==> src/hw/wait_interlock_pkg.sv <==
// constants, field layouts and carrier types of the automatic-cycle wait interlock
package wait_interlock_pkg;
  // -------------------------------------------------------------------
  // register map (byte addresses, one 32-bit word each)
  // -------------------------------------------------------------------
  localparam int          ADDR_W          = 8;
  localparam logic [7:0]  OFF_AUX_CFG     = 8'h00;
  localparam logic [7:0]  OFF_LOCK_CFG    = 8'h04;
  localparam logic [7:0]  OFF_BLOCK_CMD   = 8'h08;
  localparam logic [7:0]  OFF_DWELL_TIME  = 8'h0C;
  localparam logic [7:0]  OFF_INPOS_WIDTH = 8'h10;
  localparam logic [7:0]  OFF_FEED_CMD    = 8'h14;
  localparam logic [7:0]  OFF_STATUS      = 8'h18;
  localparam logic [7:0]  OFF_OVERRIDE    = 8'h1C;
  localparam logic [31:0] RST_WORD        = 32'h0000_0000;
  localparam logic [1:0]  RESP_OKAY       = 2'h0;
  localparam logic [1:0]  RESP_SLVERR     = 2'h2;
  // -------------------------------------------------------------------
  // field positions
  // -------------------------------------------------------------------
  localparam int AUX_KIND_BIT    = 7;
  localparam int GLOBAL_SEL_BIT  = 0;
  localparam int FAST_SEL_BIT    = 1;
  localparam int AXIS_SEL_BIT    = 2;
  localparam int DIR_SEL_BIT     = 3;
  localparam int CMD_KIND_LSB    = 0;
  localparam int CMD_SEL_LSB     = 2;
  localparam int SEL_M           = 0;
  localparam int SEL_S           = 1;
  localparam int SEL_T           = 2;
  localparam int ACK_BIT         = 3;
  localparam int STB_M_BIT       = 0;
  localparam int STB_S_BIT       = 2;
  localparam int STB_T_BIT       = 3;
  localparam int GLOBAL_LOCK_BIT = 0;
  localparam int FAST_LOCK_BIT   = 6;
  localparam int FLAG_AUX        = 0;
  localparam int FLAG_MOTION     = 1;
  localparam int FLAG_DWELL      = 2;
  localparam int FLAG_INPOS      = 3;
  localparam int FLAG_OVR_ZERO   = 4;
  localparam int FLAG_LOCK       = 5;
  localparam int FLAG_SPINDLE    = 6;
  localparam int FLAG_JOG_ZERO   = 7;
  localparam int FLAG_RESET      = 8;
  localparam int FLAG_W          = 9;
  localparam int STAT_RUN_BIT    = 16;
  localparam int OVR_PCT_LSB     = 0;
  localparam int OVR_FEED_LSB    = 8;
  // -------------------------------------------------------------------
  // timing
  // -------------------------------------------------------------------
  localparam int CLK_HZ         = 10_000_000;
  localparam int DWELL_UNIT_US  = 1000;
  localparam int DWELL_UNIT_CYC = (CLK_HZ / 1_000_000) * DWELL_UNIT_US;
  // -------------------------------------------------------------------
  // types
  // -------------------------------------------------------------------
  typedef enum logic [1:0] {
    KIND_FEED  = 2'h0,
    KIND_POS   = 2'h1,
    KIND_DWELL = 2'h2,
    KIND_AUX   = 2'h3
  } block_kind_type;

  typedef enum logic [2:0] {
    ST_IDLE   = 3'h0,
    ST_AUX    = 3'h1,
    ST_MOTION = 3'h2,
    ST_INPOS  = 3'h3,
    ST_DWELL  = 3'h4
  } cycle_state_type;

  // machine-logic side input bytes, all asynchronous to ref_clk
  typedef struct packed {
    logic [7:0] ack_byte;
    logic [7:0] done_toggle_byte;
    logic [7:0] global_lock_byte;
    logic [7:0] fast_lock_byte;
    logic [7:0] axis_lock_n;
    logic [7:0] axis_dir_lock_plus;
    logic [7:0] axis_dir_lock_minus;
    logic [7:0] feed_override_n;
    logic       spindle_at_speed;
    logic       jog_override_zero;
    logic       reset_active;
  } pin_in_type;

  typedef struct packed {
    logic [1:0] plus;
    logic [1:0] minus;
  } axis_permit_type;
endpackage

==> src/hw/auto_cycle_wait_interlock.sv <==
// automatic-cycle sequencer with aux handshake, interlocks, override and axi4-lite registers
//
// Overview of operation
// one wait-reason flag per blocking cause
// config bit 7 picks level or toggle handshake
// level mode: ack falling edge ends aux
// m, s, t strobes on bits 0, 2, 3
// partner drives done toggles bits 0, 2, 3
// toggle mode: done equals strobe ends aux
// positioning waits for error within in-position width
// dwell is a timed wait, flagged while running
// active-low override byte scales programmed feed
// lock config bit 1 enables fast lock; bits 0, 2, 3 disable global, axis and direction locks
// global lock low blocks all motion
// fast lock bit 6 low blocks motion
// per-axis lock low blocks that axis
// running status and cycle indicator while active
// direction lock high blocks that direction
// override percent is complement of inputs
// flags follow their condition in same cycle
`timescale 1ns/10ps
module auto_cycle_wait_interlock #(
  parameter int DWELL_UNIT_CYCLES = wait_interlock_pkg::DWELL_UNIT_CYC,
  parameter int ERR_W             = 16
) (
  input  wire logic                              ref_clk,
  input  wire logic                              srst,
  input  wire logic [wait_interlock_pkg::ADDR_W-1:0] s_axi_awaddr,
  input  wire logic                              s_axi_awvalid,
  output logic                                   s_axi_awready,
  input  wire logic [31:0]                       s_axi_wdata,
  input  wire logic [3:0]                        s_axi_wstrb,
  input  wire logic                              s_axi_wvalid,
  output logic                                   s_axi_wready,
  output logic [1:0]                             s_axi_bresp,
  output logic                                   s_axi_bvalid,
  input  wire logic                              s_axi_bready,
  input  wire logic [wait_interlock_pkg::ADDR_W-1:0] s_axi_araddr,
  input  wire logic                              s_axi_arvalid,
  output logic                                   s_axi_arready,
  output logic [31:0]                            s_axi_rdata,
  output logic [1:0]                             s_axi_rresp,
  output logic                                   s_axi_rvalid,
  input  wire logic                              s_axi_rready,
  input  wire wait_interlock_pkg::pin_in_type    pins,
  input  wire logic                              motion_done,
  input  wire logic [1:0][ERR_W-1:0]             pos_err,
  output logic [7:0]                             code_strobe_byte,
  output wait_interlock_pkg::axis_permit_type    axis_permit,
  output logic                                   motion_active,
  output logic [23:0]                            feed_scaled,
  output logic                                   running_indicator
);
  import wait_interlock_pkg::*;

  // -------------------------------------------------------------------
  // input synchroniser
  // -------------------------------------------------------------------
  pin_in_type      pin_meta_reg;
  pin_in_type      pin_reg;

  always_ff @(posedge ref_clk) begin
    pin_meta_reg <= pins;
    pin_reg      <= pin_meta_reg;
  end

  // -------------------------------------------------------------------
  // register state
  // -------------------------------------------------------------------
  logic [31:0]     aux_cfg_reg, aux_cfg_next;
  logic [31:0]     lock_cfg_reg, lock_cfg_next;
  logic [31:0]     dwell_time_reg, dwell_time_next;
  logic [31:0]     inpos_width_reg, inpos_width_next;
  logic [31:0]     feed_cmd_reg, feed_cmd_next;
  logic [31:0]     block_cmd_reg, block_cmd_next;
  logic            aw_held_reg, aw_held_next;
  logic            w_held_reg, w_held_next;
  logic [ADDR_W-1:0] aw_addr_reg, aw_addr_next;
  logic [31:0]     w_data_reg, w_data_next;
  logic [3:0]      w_strb_reg, w_strb_next;
  logic            bvalid_reg, bvalid_next;
  logic [1:0]      bresp_reg, bresp_next;
  logic            rvalid_reg, rvalid_next;
  logic [1:0]      rresp_reg, rresp_next;
  logic [31:0]     rdata_reg, rdata_next;
  logic            start_pulse;
  logic [FLAG_W-1:0] wait_flags;
  logic [7:0]      ovr_pct;
  cycle_state_type state_reg;

  function automatic logic [31:0] merge(input logic [31:0] old, input logic [31:0] nw,
                                        input logic [3:0] strb);
    logic [31:0] res;
    res = old;
    for (int i = 0; i < 4; i++) begin
      if (strb[i]) begin
        res[i*8 +: 8] = nw[i*8 +: 8];
      end
    end
    return res;
  endfunction

  assign s_axi_awready = ~aw_held_reg & ~bvalid_reg;
  assign s_axi_wready  = ~w_held_reg & ~bvalid_reg;
  assign s_axi_arready = ~rvalid_reg;
  assign s_axi_bvalid  = bvalid_reg;
  assign s_axi_bresp   = bresp_reg;
  assign s_axi_rvalid  = rvalid_reg;
  assign s_axi_rresp   = rresp_reg;
  assign s_axi_rdata   = rdata_reg;

  // -------------------------------------------------------------------
  // axi4-lite slave
  // -------------------------------------------------------------------
  always_comb begin
    logic            do_write;
    logic [ADDR_W-1:0] wa;
    logic [31:0]     wd;
    logic [3:0]      ws;
    do_write         = 1'b0;
    wa               = aw_addr_reg;
    wd               = w_data_reg;
    ws               = w_strb_reg;
    aux_cfg_next     = aux_cfg_reg;
    lock_cfg_next    = lock_cfg_reg;
    dwell_time_next  = dwell_time_reg;
    inpos_width_next = inpos_width_reg;
    feed_cmd_next    = feed_cmd_reg;
    block_cmd_next   = block_cmd_reg;
    aw_held_next     = aw_held_reg;
    w_held_next      = w_held_reg;
    aw_addr_next     = aw_addr_reg;
    w_data_next      = w_data_reg;
    w_strb_next      = w_strb_reg;
    bvalid_next      = bvalid_reg;
    bresp_next       = bresp_reg;
    rvalid_next      = rvalid_reg;
    rresp_next       = rresp_reg;
    rdata_next       = rdata_reg;
    start_pulse      = 1'b0;
    if (s_axi_awvalid && s_axi_awready) begin
      aw_held_next = 1'b1;
      aw_addr_next = s_axi_awaddr;
      wa           = s_axi_awaddr;
    end
    if (s_axi_wvalid && s_axi_wready) begin
      w_held_next = 1'b1;
      w_data_next = s_axi_wdata;
      w_strb_next = s_axi_wstrb;
      wd          = s_axi_wdata;
      ws          = s_axi_wstrb;
    end
    if (aw_held_next && w_held_next && !bvalid_reg) begin
      do_write     = 1'b1;
      aw_held_next = 1'b0;
      w_held_next  = 1'b0;
      bvalid_next  = 1'b1;
      bresp_next   = RESP_OKAY;
    end
    if (do_write) begin
      case ({wa[ADDR_W-1:2], 2'b00})
        OFF_AUX_CFG:     aux_cfg_next     = merge(aux_cfg_reg, wd, ws);
        OFF_LOCK_CFG:    lock_cfg_next    = merge(lock_cfg_reg, wd, ws);
        OFF_DWELL_TIME:  dwell_time_next  = merge(dwell_time_reg, wd, ws);
        OFF_INPOS_WIDTH: inpos_width_next = merge(inpos_width_reg, wd, ws);
        OFF_FEED_CMD:    feed_cmd_next    = merge(feed_cmd_reg, wd, ws);
        OFF_BLOCK_CMD: begin
          // a new block is only taken while the cycle is idle
          if (state_reg == ST_IDLE) begin
            block_cmd_next = merge(block_cmd_reg, wd, ws);
            start_pulse    = 1'b1;
          end
        end
        OFF_STATUS, OFF_OVERRIDE: bresp_next = RESP_OKAY;
        default: bresp_next = RESP_SLVERR;
      endcase
    end
    if (bvalid_reg && s_axi_bready) begin
      bvalid_next = 1'b0;
    end
    if (rvalid_reg && s_axi_rready) begin
      rvalid_next = 1'b0;
    end
    if (s_axi_arvalid && s_axi_arready) begin
      rvalid_next = 1'b1;
      rresp_next  = RESP_OKAY;
      rdata_next  = RST_WORD;
      case ({s_axi_araddr[ADDR_W-1:2], 2'b00})
        OFF_AUX_CFG:     rdata_next = aux_cfg_reg;
        OFF_LOCK_CFG:    rdata_next = lock_cfg_reg;
        OFF_BLOCK_CMD:   rdata_next = block_cmd_reg;
        OFF_DWELL_TIME:  rdata_next = dwell_time_reg;
        OFF_INPOS_WIDTH: rdata_next = inpos_width_reg;
        OFF_FEED_CMD:    rdata_next = feed_cmd_reg;
        OFF_STATUS: begin
          rdata_next[FLAG_W-1:0]   = wait_flags;
          rdata_next[STAT_RUN_BIT] = running_indicator;
        end
        OFF_OVERRIDE: begin
          rdata_next[OVR_PCT_LSB +: 8]   = ovr_pct;
          rdata_next[OVR_FEED_LSB +: 24] = feed_scaled;
        end
        default: rresp_next = RESP_SLVERR;
      endcase
    end
  end

  always_ff @(posedge ref_clk) begin
    if (srst) begin
      aux_cfg_reg     <= RST_WORD;
      lock_cfg_reg    <= RST_WORD;
      dwell_time_reg  <= RST_WORD;
      inpos_width_reg <= RST_WORD;
      feed_cmd_reg    <= RST_WORD;
      block_cmd_reg   <= RST_WORD;
      aw_held_reg     <= 1'b0;
      w_held_reg      <= 1'b0;
      aw_addr_reg     <= '0;
      w_data_reg      <= RST_WORD;
      w_strb_reg      <= 4'h0;
      bvalid_reg      <= 1'b0;
      bresp_reg       <= RESP_OKAY;
      rvalid_reg      <= 1'b0;
      rresp_reg       <= RESP_OKAY;
      rdata_reg       <= RST_WORD;
    end else begin
      aux_cfg_reg     <= aux_cfg_next;
      lock_cfg_reg    <= lock_cfg_next;
      dwell_time_reg  <= dwell_time_next;
      inpos_width_reg <= inpos_width_next;
      feed_cmd_reg    <= feed_cmd_next;
      block_cmd_reg   <= block_cmd_next;
      aw_held_reg     <= aw_held_next;
      w_held_reg      <= w_held_next;
      aw_addr_reg     <= aw_addr_next;
      w_data_reg      <= w_data_next;
      w_strb_reg      <= w_strb_next;
      bvalid_reg      <= bvalid_next;
      bresp_reg       <= bresp_next;
      rvalid_reg      <= rvalid_next;
      rresp_reg       <= rresp_next;
      rdata_reg       <= rdata_next;
    end
  end

  // -------------------------------------------------------------------
  // interlocks and override
  // -------------------------------------------------------------------
  logic       global_block, fast_block, ovr_zero, any_lock;
  logic [1:0] axis_block, plus_block, minus_block, inpos_ok;

  assign global_block = ~lock_cfg_reg[GLOBAL_SEL_BIT]
                        & ~pin_reg.global_lock_byte[GLOBAL_LOCK_BIT];
  assign fast_block   = lock_cfg_reg[FAST_SEL_BIT]
                        & ~pin_reg.fast_lock_byte[FAST_LOCK_BIT];
  assign axis_block   = {2{~lock_cfg_reg[AXIS_SEL_BIT]}} & ~pin_reg.axis_lock_n[1:0];
  assign plus_block   = {2{~lock_cfg_reg[DIR_SEL_BIT]}} & pin_reg.axis_dir_lock_plus[1:0];
  assign minus_block  = {2{~lock_cfg_reg[DIR_SEL_BIT]}} & pin_reg.axis_dir_lock_minus[1:0];
  assign any_lock     = global_block | fast_block | (|axis_block) | (|plus_block)
                        | (|minus_block);
  assign ovr_pct      = ~pin_reg.feed_override_n;
  assign ovr_zero     = (ovr_pct == 8'h00);

  always_comb begin
    for (int i = 0; i < 2; i++) begin
      // magnitude of signed servo error against the window
      inpos_ok[i] = (pos_err[i][ERR_W-1] ? (ERR_W)'(-pos_err[i]) : pos_err[i])
                    <= inpos_width_reg[ERR_W-1:0];
    end
  end

  // -------------------------------------------------------------------
  // cycle sequencer
  // -------------------------------------------------------------------
  cycle_state_type state_next;
  logic [31:0]     dwell_cnt_reg, dwell_cnt_next;
  logic [31:0]     unit_cnt_reg, unit_cnt_next;
  logic [2:0]      strobe_reg, strobe_next;
  logic [2:0]      sel_reg, sel_next;
  logic            ack_seen_reg, ack_seen_next;
  logic            ack_prev_reg;
  logic            hs_mode, aux_done;
  logic [2:0]      done_tog;
  block_kind_type  cmd_kind;

  assign hs_mode  = aux_cfg_reg[AUX_KIND_BIT];
  assign cmd_kind = block_kind_type'(block_cmd_next[CMD_KIND_LSB +: 2]);
  assign done_tog = {pin_reg.done_toggle_byte[STB_T_BIT],
                     pin_reg.done_toggle_byte[STB_S_BIT],
                     pin_reg.done_toggle_byte[STB_M_BIT]};
  // toggle form ends when every selected done input has caught up with its strobe
  assign aux_done = hs_mode ? (((done_tog ^ strobe_reg) & sel_reg) == 3'h0)
                            : (ack_seen_reg & ack_prev_reg & ~pin_reg.ack_byte[ACK_BIT]);

  always_comb begin
    state_next     = state_reg;
    dwell_cnt_next = dwell_cnt_reg;
    unit_cnt_next  = unit_cnt_reg;
    strobe_next    = strobe_reg;
    sel_next       = sel_reg;
    ack_seen_next  = ack_seen_reg;
    case (state_reg)
      ST_IDLE: begin
        if (start_pulse) begin
          case (cmd_kind)
            KIND_AUX: begin
              sel_next      = block_cmd_next[CMD_SEL_LSB +: 3];
              ack_seen_next = 1'b0;
              // toggle form flips the strobe, level form raises it
              strobe_next   = hs_mode ? (strobe_reg ^ sel_next) : sel_next;
              state_next    = ST_AUX;
            end
            KIND_DWELL: begin
              dwell_cnt_next = dwell_time_reg;
              unit_cnt_next  = 32'(DWELL_UNIT_CYCLES - 1);
              state_next     = ST_DWELL;
            end
            default: state_next = ST_MOTION;
          endcase
        end
      end
      ST_AUX: begin
        if (pin_reg.ack_byte[ACK_BIT]) begin
          ack_seen_next = 1'b1;
        end
        if (aux_done) begin
          if (!hs_mode) begin
            strobe_next = 3'h0;
          end
          state_next = ST_IDLE;
        end
      end
      ST_MOTION: begin
        if (motion_done) begin
          state_next = (block_kind_type'(block_cmd_reg[CMD_KIND_LSB +: 2]) == KIND_POS)
                       ? ST_INPOS : ST_IDLE;
        end
      end
      ST_INPOS: begin
        if (&inpos_ok) begin
          state_next = ST_IDLE;
        end
      end
      ST_DWELL: begin
        if (dwell_cnt_reg == 32'h0) begin
          state_next = ST_IDLE;
        end else if (unit_cnt_reg == 32'h0) begin
          unit_cnt_next  = 32'(DWELL_UNIT_CYCLES - 1);
          dwell_cnt_next = dwell_cnt_reg - 32'h1;
        end else begin
          unit_cnt_next = unit_cnt_reg - 32'h1;
        end
      end
      default: state_next = ST_IDLE;
    endcase
  end

  always_ff @(posedge ref_clk) begin
    if (srst) begin
      state_reg     <= ST_IDLE;
      dwell_cnt_reg <= 32'h0;
      unit_cnt_reg  <= 32'h0;
      strobe_reg    <= 3'h0;
      sel_reg       <= 3'h0;
      ack_seen_reg  <= 1'b0;
      ack_prev_reg  <= 1'b0;
    end else begin
      state_reg     <= state_next;
      dwell_cnt_reg <= dwell_cnt_next;
      unit_cnt_reg  <= unit_cnt_next;
      strobe_reg    <= strobe_next;
      sel_reg       <= sel_next;
      ack_seen_reg  <= ack_seen_next;
      ack_prev_reg  <= pin_reg.ack_byte[ACK_BIT];
    end
  end

  // -------------------------------------------------------------------
  // wait flags and outputs
  // -------------------------------------------------------------------
  logic            in_motion;
  logic            run_reg;
  axis_permit_type permit_reg, permit_next;
  logic [23:0]     feed_reg;

  assign in_motion = (state_reg == ST_MOTION);

  always_comb begin
    wait_flags                = '0;
    wait_flags[FLAG_AUX]      = (state_reg == ST_AUX);
    wait_flags[FLAG_MOTION]   = in_motion;
    wait_flags[FLAG_DWELL]    = (state_reg == ST_DWELL);
    wait_flags[FLAG_INPOS]    = (state_reg == ST_INPOS);
    wait_flags[FLAG_OVR_ZERO] = in_motion & ovr_zero;
    wait_flags[FLAG_LOCK]     = in_motion & any_lock;
    wait_flags[FLAG_SPINDLE]  = in_motion & ~pin_reg.spindle_at_speed;
    wait_flags[FLAG_JOG_ZERO] = in_motion & pin_reg.jog_override_zero;
    wait_flags[FLAG_RESET]    = pin_reg.reset_active;
    for (int i = 0; i < 2; i++) begin
      permit_next.plus[i]  = in_motion & ~ovr_zero & ~global_block & ~fast_block
                             & ~axis_block[i] & ~plus_block[i];
      permit_next.minus[i] = in_motion & ~ovr_zero & ~global_block & ~fast_block
                             & ~axis_block[i] & ~minus_block[i];
    end
  end

  always_ff @(posedge ref_clk) begin
    if (srst) begin
      run_reg    <= 1'b0;
      permit_reg <= '0;
      feed_reg   <= 24'h0;
    end else begin
      run_reg    <= (state_next != ST_IDLE);
      permit_reg <= permit_next;
      feed_reg   <= 24'(feed_cmd_reg[15:0]) * 24'(ovr_pct);
    end
  end

  always_comb begin
    code_strobe_byte            = 8'h00;
    code_strobe_byte[STB_M_BIT] = strobe_reg[SEL_M];
    code_strobe_byte[STB_S_BIT] = strobe_reg[SEL_S];
    code_strobe_byte[STB_T_BIT] = strobe_reg[SEL_T];
  end

  assign running_indicator = run_reg;
  assign axis_permit       = permit_reg;
  assign motion_active     = in_motion;
  assign feed_scaled       = feed_reg;
endmodule

==> config.mk <==
export PLATFORM = sky130hd
export DESIGN_NAME = auto_cycle_wait_interlock
export DESIGN_NICKNAME = d
export VERILOG_FILES = /design/src/hw/wait_interlock_pkg.sv /design/src/hw/auto_cycle_wait_interlock.sv
export SDC_FILE = /design/constraint.sdc
export NUM_CORES = 1
export LEC_CHECK = 0
export BUFFER_PORTS_ARGS = -buffer_cell sky130_fd_sc_hd__buf_4
export CORE_ASPECT_RATIO = 1.1
export CORE_MARGIN = 2
export CORE_UTILIZATION = 40
export CTS_CLUSTER_DIAMETER = 150
export DETAILED_ROUTE_END_ITERATION = 16
export PLACE_DENSITY = 0.57
export SYNTH_ARGS = -nofsm -noshare
export SYNTH_HDL_FRONTEND = slang
export SYNTH_SLANG_ARGS = --single-unit
==> constraint.sdc <==
create_clock -name ref_clk -period 13.9 [get_ports ref_clk]
set_input_delay 1.39 -clock ref_clk [delete_from_list [all_inputs] [get_ports ref_clk]]
set_output_delay 1.39 -clock ref_clk [all_outputs]
set_load 0.02 [all_outputs]
Yosys cells after proc, flatten, opt, wreduce, memory -nomap -nowiden
Index checks and enable logic that the tools add are counted.
{ "word_totals": {"register_bits": 446, "output_inout_bits": 79, "in_bits": 159} }
{ "op_classes": {"n_bitwise": 51, "n_addsub": 4, "n_reduce_logical": 57, "mul": 1, "mux": 54, "n_eq_ne": 29, "order_cmp": 2} }
{ "op_table": {"columns": ["cell", "n"], "rows": [
  ["$mux W32", 9],
  ["$pmux W32 S2", 2],
  ["$pmux W15 S7", 1],
  ["$pmux W9 S8", 1],
  ["$logic_not A32 Y1", 2],
  ["$sub A32 B1 Y32 const B", 2],
  ["$reduce_and A3 Y1", 21],
  ["$pmux W7 S7", 1],
  ["$eq A6 B3 Y1 const B", 8],
  ["$le A16 B16 Y1", 2],
  ["$mux W16", 2],
  ["$neg A16 Y16", 2],
  ["$mux W3", 10],
  ["$eq A6 B2 Y1 const B", 4],
  ["$mul A16 B8 Y24", 1],
  ["$reduce_and A4 Y1", 6],
  ["$mux W5", 4],
  ["$not A1 Y1", 20],
  ["$and A1 B1 Y1", 19],
  ["$pmux W3 S5", 1],
  ["$eq A6 B1 Y1 const B", 2],
  ["$logic_not A6 Y1", 2],
  ["$mux W1", 12],
  ["$pmux W3 S2", 2],
  ["30 further kinds", 62]
]} }

Logic depth before layout (Yosys ltp)
{ "depth": {"depth_word": 13, "ltp_mapped": 18, "depth_no_buf": 17} }

Worst setup path after synthesis
OpenSTA, ideal clock, no wires.
{ "synth_timing": {"kind": "reg2reg", "start": "reg pin_reg[5] in the netlist's numbering", "end": "reg feed_reg[17], in the netlist feed_scaled[17]", "setup_time_ns": 0.121, "path_slack_ns": 9.237, "arrival_time_ns": 4.542, "period_less_slack_ns": 4.663, "stages_incl_launch_ff": 15, "cell_sequence": "dfxtp_1 clkbuf_1 nor2b_1 fa_1 fa_1 fa_1 fa_1 ha_1 a21o_1 or3_1 o211ai_1 nand2b_1 a21o_1 a21oi_1 mux2_2"} }
{ "synth_via": {"elab_chain_cells": 2} }
{ "synth_rtl": {"columns": ["element", "line", "text"], "rows": [
  ["from (decl)", "auto_cycle_wait_interlock.sv:60", "pin_in_type pin_reg;"],
  ["from (signal assigned)", "auto_cycle_wait_interlock.sv:64", "pin_reg <= pin_meta_reg;"],
  ["$not A8 Y8", "auto_cycle_wait_interlock.sv:261", "assign ovr_pct = ~pin_reg.feed_override_n;"],
  ["$mul A16 B8 Y24", "auto_cycle_wait_interlock.sv:415", "feed_reg <= 24'(feed_cmd_reg[15:0]) * 24'(ovr_pct);"],
  ["to (signal assigned)", "auto_cycle_wait_interlock.sv:415", null],
  ["to (decl)", "auto_cycle_wait_interlock.sv:384", "logic [23:0] feed_reg;"]
]} }
Every way passes these cells.
A chain may end at the register's enable or synchronous reset.

Final worst setup path
Ends and elaborated chain as after synthesis.

==> impl_results.md <==
* Status: finished clean
* Final wirelength at between 60000 and 70000 microns
* Hold Fails Final Rpt at 0
* Layout Utilization at between 40% and 50%
* Seq pwr share at roughly 46%
* Vias at 19400
* Pre-CTS setup slack at 8410 ps
* Final setup margin at 8310 ps
* Buf/Inv on CP at 0
* Seq/Total Area, Yosys at 37.7%
* Required time worst endpoint at roughly 14000 ps
* Post-CTS Hold Fix Bufs at 0
* Boundary pin count at 238
* P_int at 2.04 mW
* Worst-Margin Slew at 1370 ps
* Layout cell share with drive strength beyond 1 at 13.1%
* Worst Hold Class: register to register
* Clk root buf: clkbuf_16
* # resized after CTS at 0
* Setup crit start: pin_reg[5]
* Core area at 55800 sq um
* ANT nets after route at 0
* CTS tree: done
* Avg Inst Size Synth at 8.74 sq um
* Starting DRT DRC Count at ~1500
* Via density at 5.58
* Non-Filler Instances at 3467
* Gpl congestion at 0.866
* Rel. slew slack at 8.52%
* Die X at 230 microns
* Avg WL per Cell at 19.8 microns
* Critical Path End Type: register
* Pleak at 10.5 nW
* Most used cell, CP: fa_1
* Postcts setup bufs at 0
* Area post-placement at 24400 sq um
* # diodes at 0
* Max cap viols at 0
* CTS sink cnt at 423
* Final TNS setup at 0 ps
* Row Count at 91
* Sw frac at between 20% and 30%
* Max VDD drop at 0.0000714 V
* R2R Path Start: pin_reg[5]
* RSZ-0062 raised after global routing: no
* Clock latency on the worst-skew pair at 590 ps
* Worst setup path category: register to register
* Gate power share at 9.0%
* Number of warnings issued by yosys at 0
* Initial Utilization at 40.2%
* Sw power at between 0.6 and 0.7 mW
* CP endpoint: feed_scaled[17]
* Fmax at approximately 180 MHz
* Reg2Reg Depth at 13
* Final instance area at 26000 sq um
* Final Cycle Share at 40.3%
* R2R Setup Slk at ~8300 ps
* Vias in the first global route at ~19000
* Slowest Stage Delay on Critical Path at 1000 ps
* Final setup vio count at 0
* Register bit total from synthesis at 423
* CP Launch Type: register
* First-pass GRT wire length at approximately 110000 microns
* Max Clock Skew at about 26 ps
* Clock buffer depth at 3
* Clock share of power at 45.1%
* Critical path, cell by cell: nor2b_1, fa_1, fa_1, fa_1, fa_1, ha_1, a21o_1, or3_1, o211ai_1, nand2b_1, a21o_1, a21oi_1, mux2_2
* Arrival time worst endpoint at 6070 ps
* Fill count at 5510
* Critical Path Stages at 13
* H-Tree Depth at 2
* Asr flop ratio synth at 0%
* # DRC at 0
* I/O Buffers at 183
* Number of synthesized flops with an enable pin at 0
* RR Endpoint: feed_scaled[17]
* Pin count of the biggest net entering global routing at about 100
* Area growth syn-to-layout at 15.8%
* Primary FF master, synth: dfxtp_1
* CP max FO at 18
* Final worst path period need at roughly 5600 ps
* Height of the die at approximately 250 microns
* Largest delay share family, worst path: adder cells
* CTS buffer count at 46
* Slew Limit Fails at 0
* Synth unique cells at 72
* GRT Residual Overflow at 0
* First drt pass iteration count at 5
* Power density of the placed cells at 105 nW/um^2
* Initial antenna violation count at 0
* Final Net Count at 3012
* Syn Std Cell Area at 22400 sq um
* Clk pin slew, worst setup/hold paths at 60 ps
* Synth Instances at 2569
* Placed insts at ~3400
* Detailed Place HPWL at 50200 microns
* Gr usage total at 23.4%
* Die area at 58000 sq um
* Critical-path top delay cell: dfxtp_1
==> logic make-up after synthesis <==
| group | share of synthesized area, % |
|---|---|
| AO/OA/AOI/OAI | 16.8 |
| XOR/XNOR | 2.46 |
| adder cells (fa/ha/maj) | 12.1 |
| buffers and inverters | 4.63 |
| flip-flops | 37.7 |
| multiplexers | 6.46 |
| other | 0.0167 |
| AND/OR/NAND/NOR | 19.8 |
==> synth_stat cells, drive strengths merged (4+ instances only) <==
| cell type | count | area [sq um] |
|---|---|---|
| dfxtp | 423 | 8470 |
| nor2 | 343 | 1290 |
| a21oi | 206 | 1030 |
| nand2 | 155 | 582 |
| clkbuf | 133 | 500 |
| o21ai | 128 | 641 |
| inv | 111 | 417 |
| mux2i | 111 | 1110 |
| nor2b | 101 | 632 |
| nor3 | 94 | 485 |
| fa | 84 | 1680 |
| ha | 82 | 1030 |
| a211oi | 68 | 521 |
| nand2b | 63 | 394 |
| a22oi | 54 | 405 |
| xnor2 | 35 | 307 |
| and2 | 34 | 218 |
| mux2 | 30 | 338 |
| or3 | 29 | 186 |
| xor2 | 28 | 245 |
| a222oi | 23 | 230 |
| nor4 | 21 | 131 |
| o211ai | 21 | 158 |
| buf | 19 | 121 |
| nand3 | 19 | 95.1 |
| o31ai | 14 | 105 |
| o41ai | 14 | 123 |
| or4 | 13 | 105 |
| a21o | 12 | 90.1 |
| nand4 | 12 | 75.1 |
| a221oi | 8 | 70.1 |
| and3 | 8 | 50.1 |
| or2 | 8 | 50.1 |
| nor3b | 7 | 62.6 |
| a31oi | 6 | 37.5 |
| a311oi | 5 | 43.8 |
| a221o | 4 | 40.0 |
==> how the worst min path moves through the flow <==
stage / start / endpoint / slack [ps] / cells past startpoint
floorplan: pin_meta_reg[51] / done_tog[0] / 310 / 0
global placement: pin_meta_reg[53] / done_tog[1] / 310 / 0
detailed placement: pin_meta_reg[19] / pin_reg[19] / 310 / 0
CTS: pin_meta_reg[11] / pin_reg[11] / 330 / 0
global route: pin_meta_reg[1] / pin_reg[1] / 330 / 0
finish: pin_meta_reg[11] / pin_reg[11] / 330 / 0
==> per-stage QoR <==
step | hold WS, ps | total power [mW]
after floorplan | 310 | 1.42
after global placement | 312 | 1.52
after detailed placement | 312 | 1.53
after CTS | 326 | 2.76
after global routing | 330 | 2.83
final | 326 | 2.74
==> per-layer routing <==
layer | global-route usage [%] | up-vias | wire length, microns | share of wire (%)
met5 | 0 | - | 0 | 0
met4 | 6.47 | 0 | 1740 | 2.5
met2 | 38.8 | 544 | 31800 | 46
li1 | - | 9227 | - | -
met1 | 32.0 | 9494 | 31300 | 46
met3 | 2.93 | 95 | 3620 | 5.3
==> cell usage in the layout, fill, tap and decap left out, drive strengths merged, types with 94 or more instances in the layout <==
cell,count
mux2i,111
inv,114
dfxtp,423
nor2,343
buf,217
nor2b,101
nand2,155
nor3,94
a21oi,206
o21ai,128
==> power groups by stage <==
stage	sequential, mW	clock, mW	combinational (mW)
2_1_floorplan	1.27	0	0.150
3_3_place_gp	1.28	0	0.237
3_5_place_dp	1.28	0	0.243
4_1_cts	1.26	1.26	0.244
5_1_grt	1.26	1.31	0.265
6_report	1.26	1.23	0.245
==> layout make-up <==
class	instances	area, sq um	share of cell area (%)
clock inverters	19	186	0.718
flip-flops and latches	423	8470	32.6
inverters	111	417	1.60
repair buffers	217	1640	6.30
clock buffers	65	1340	5.17
multi-input cells	1888	13000	50.0
well taps	744	931	3.58
(Power assumes the default switching activity.)
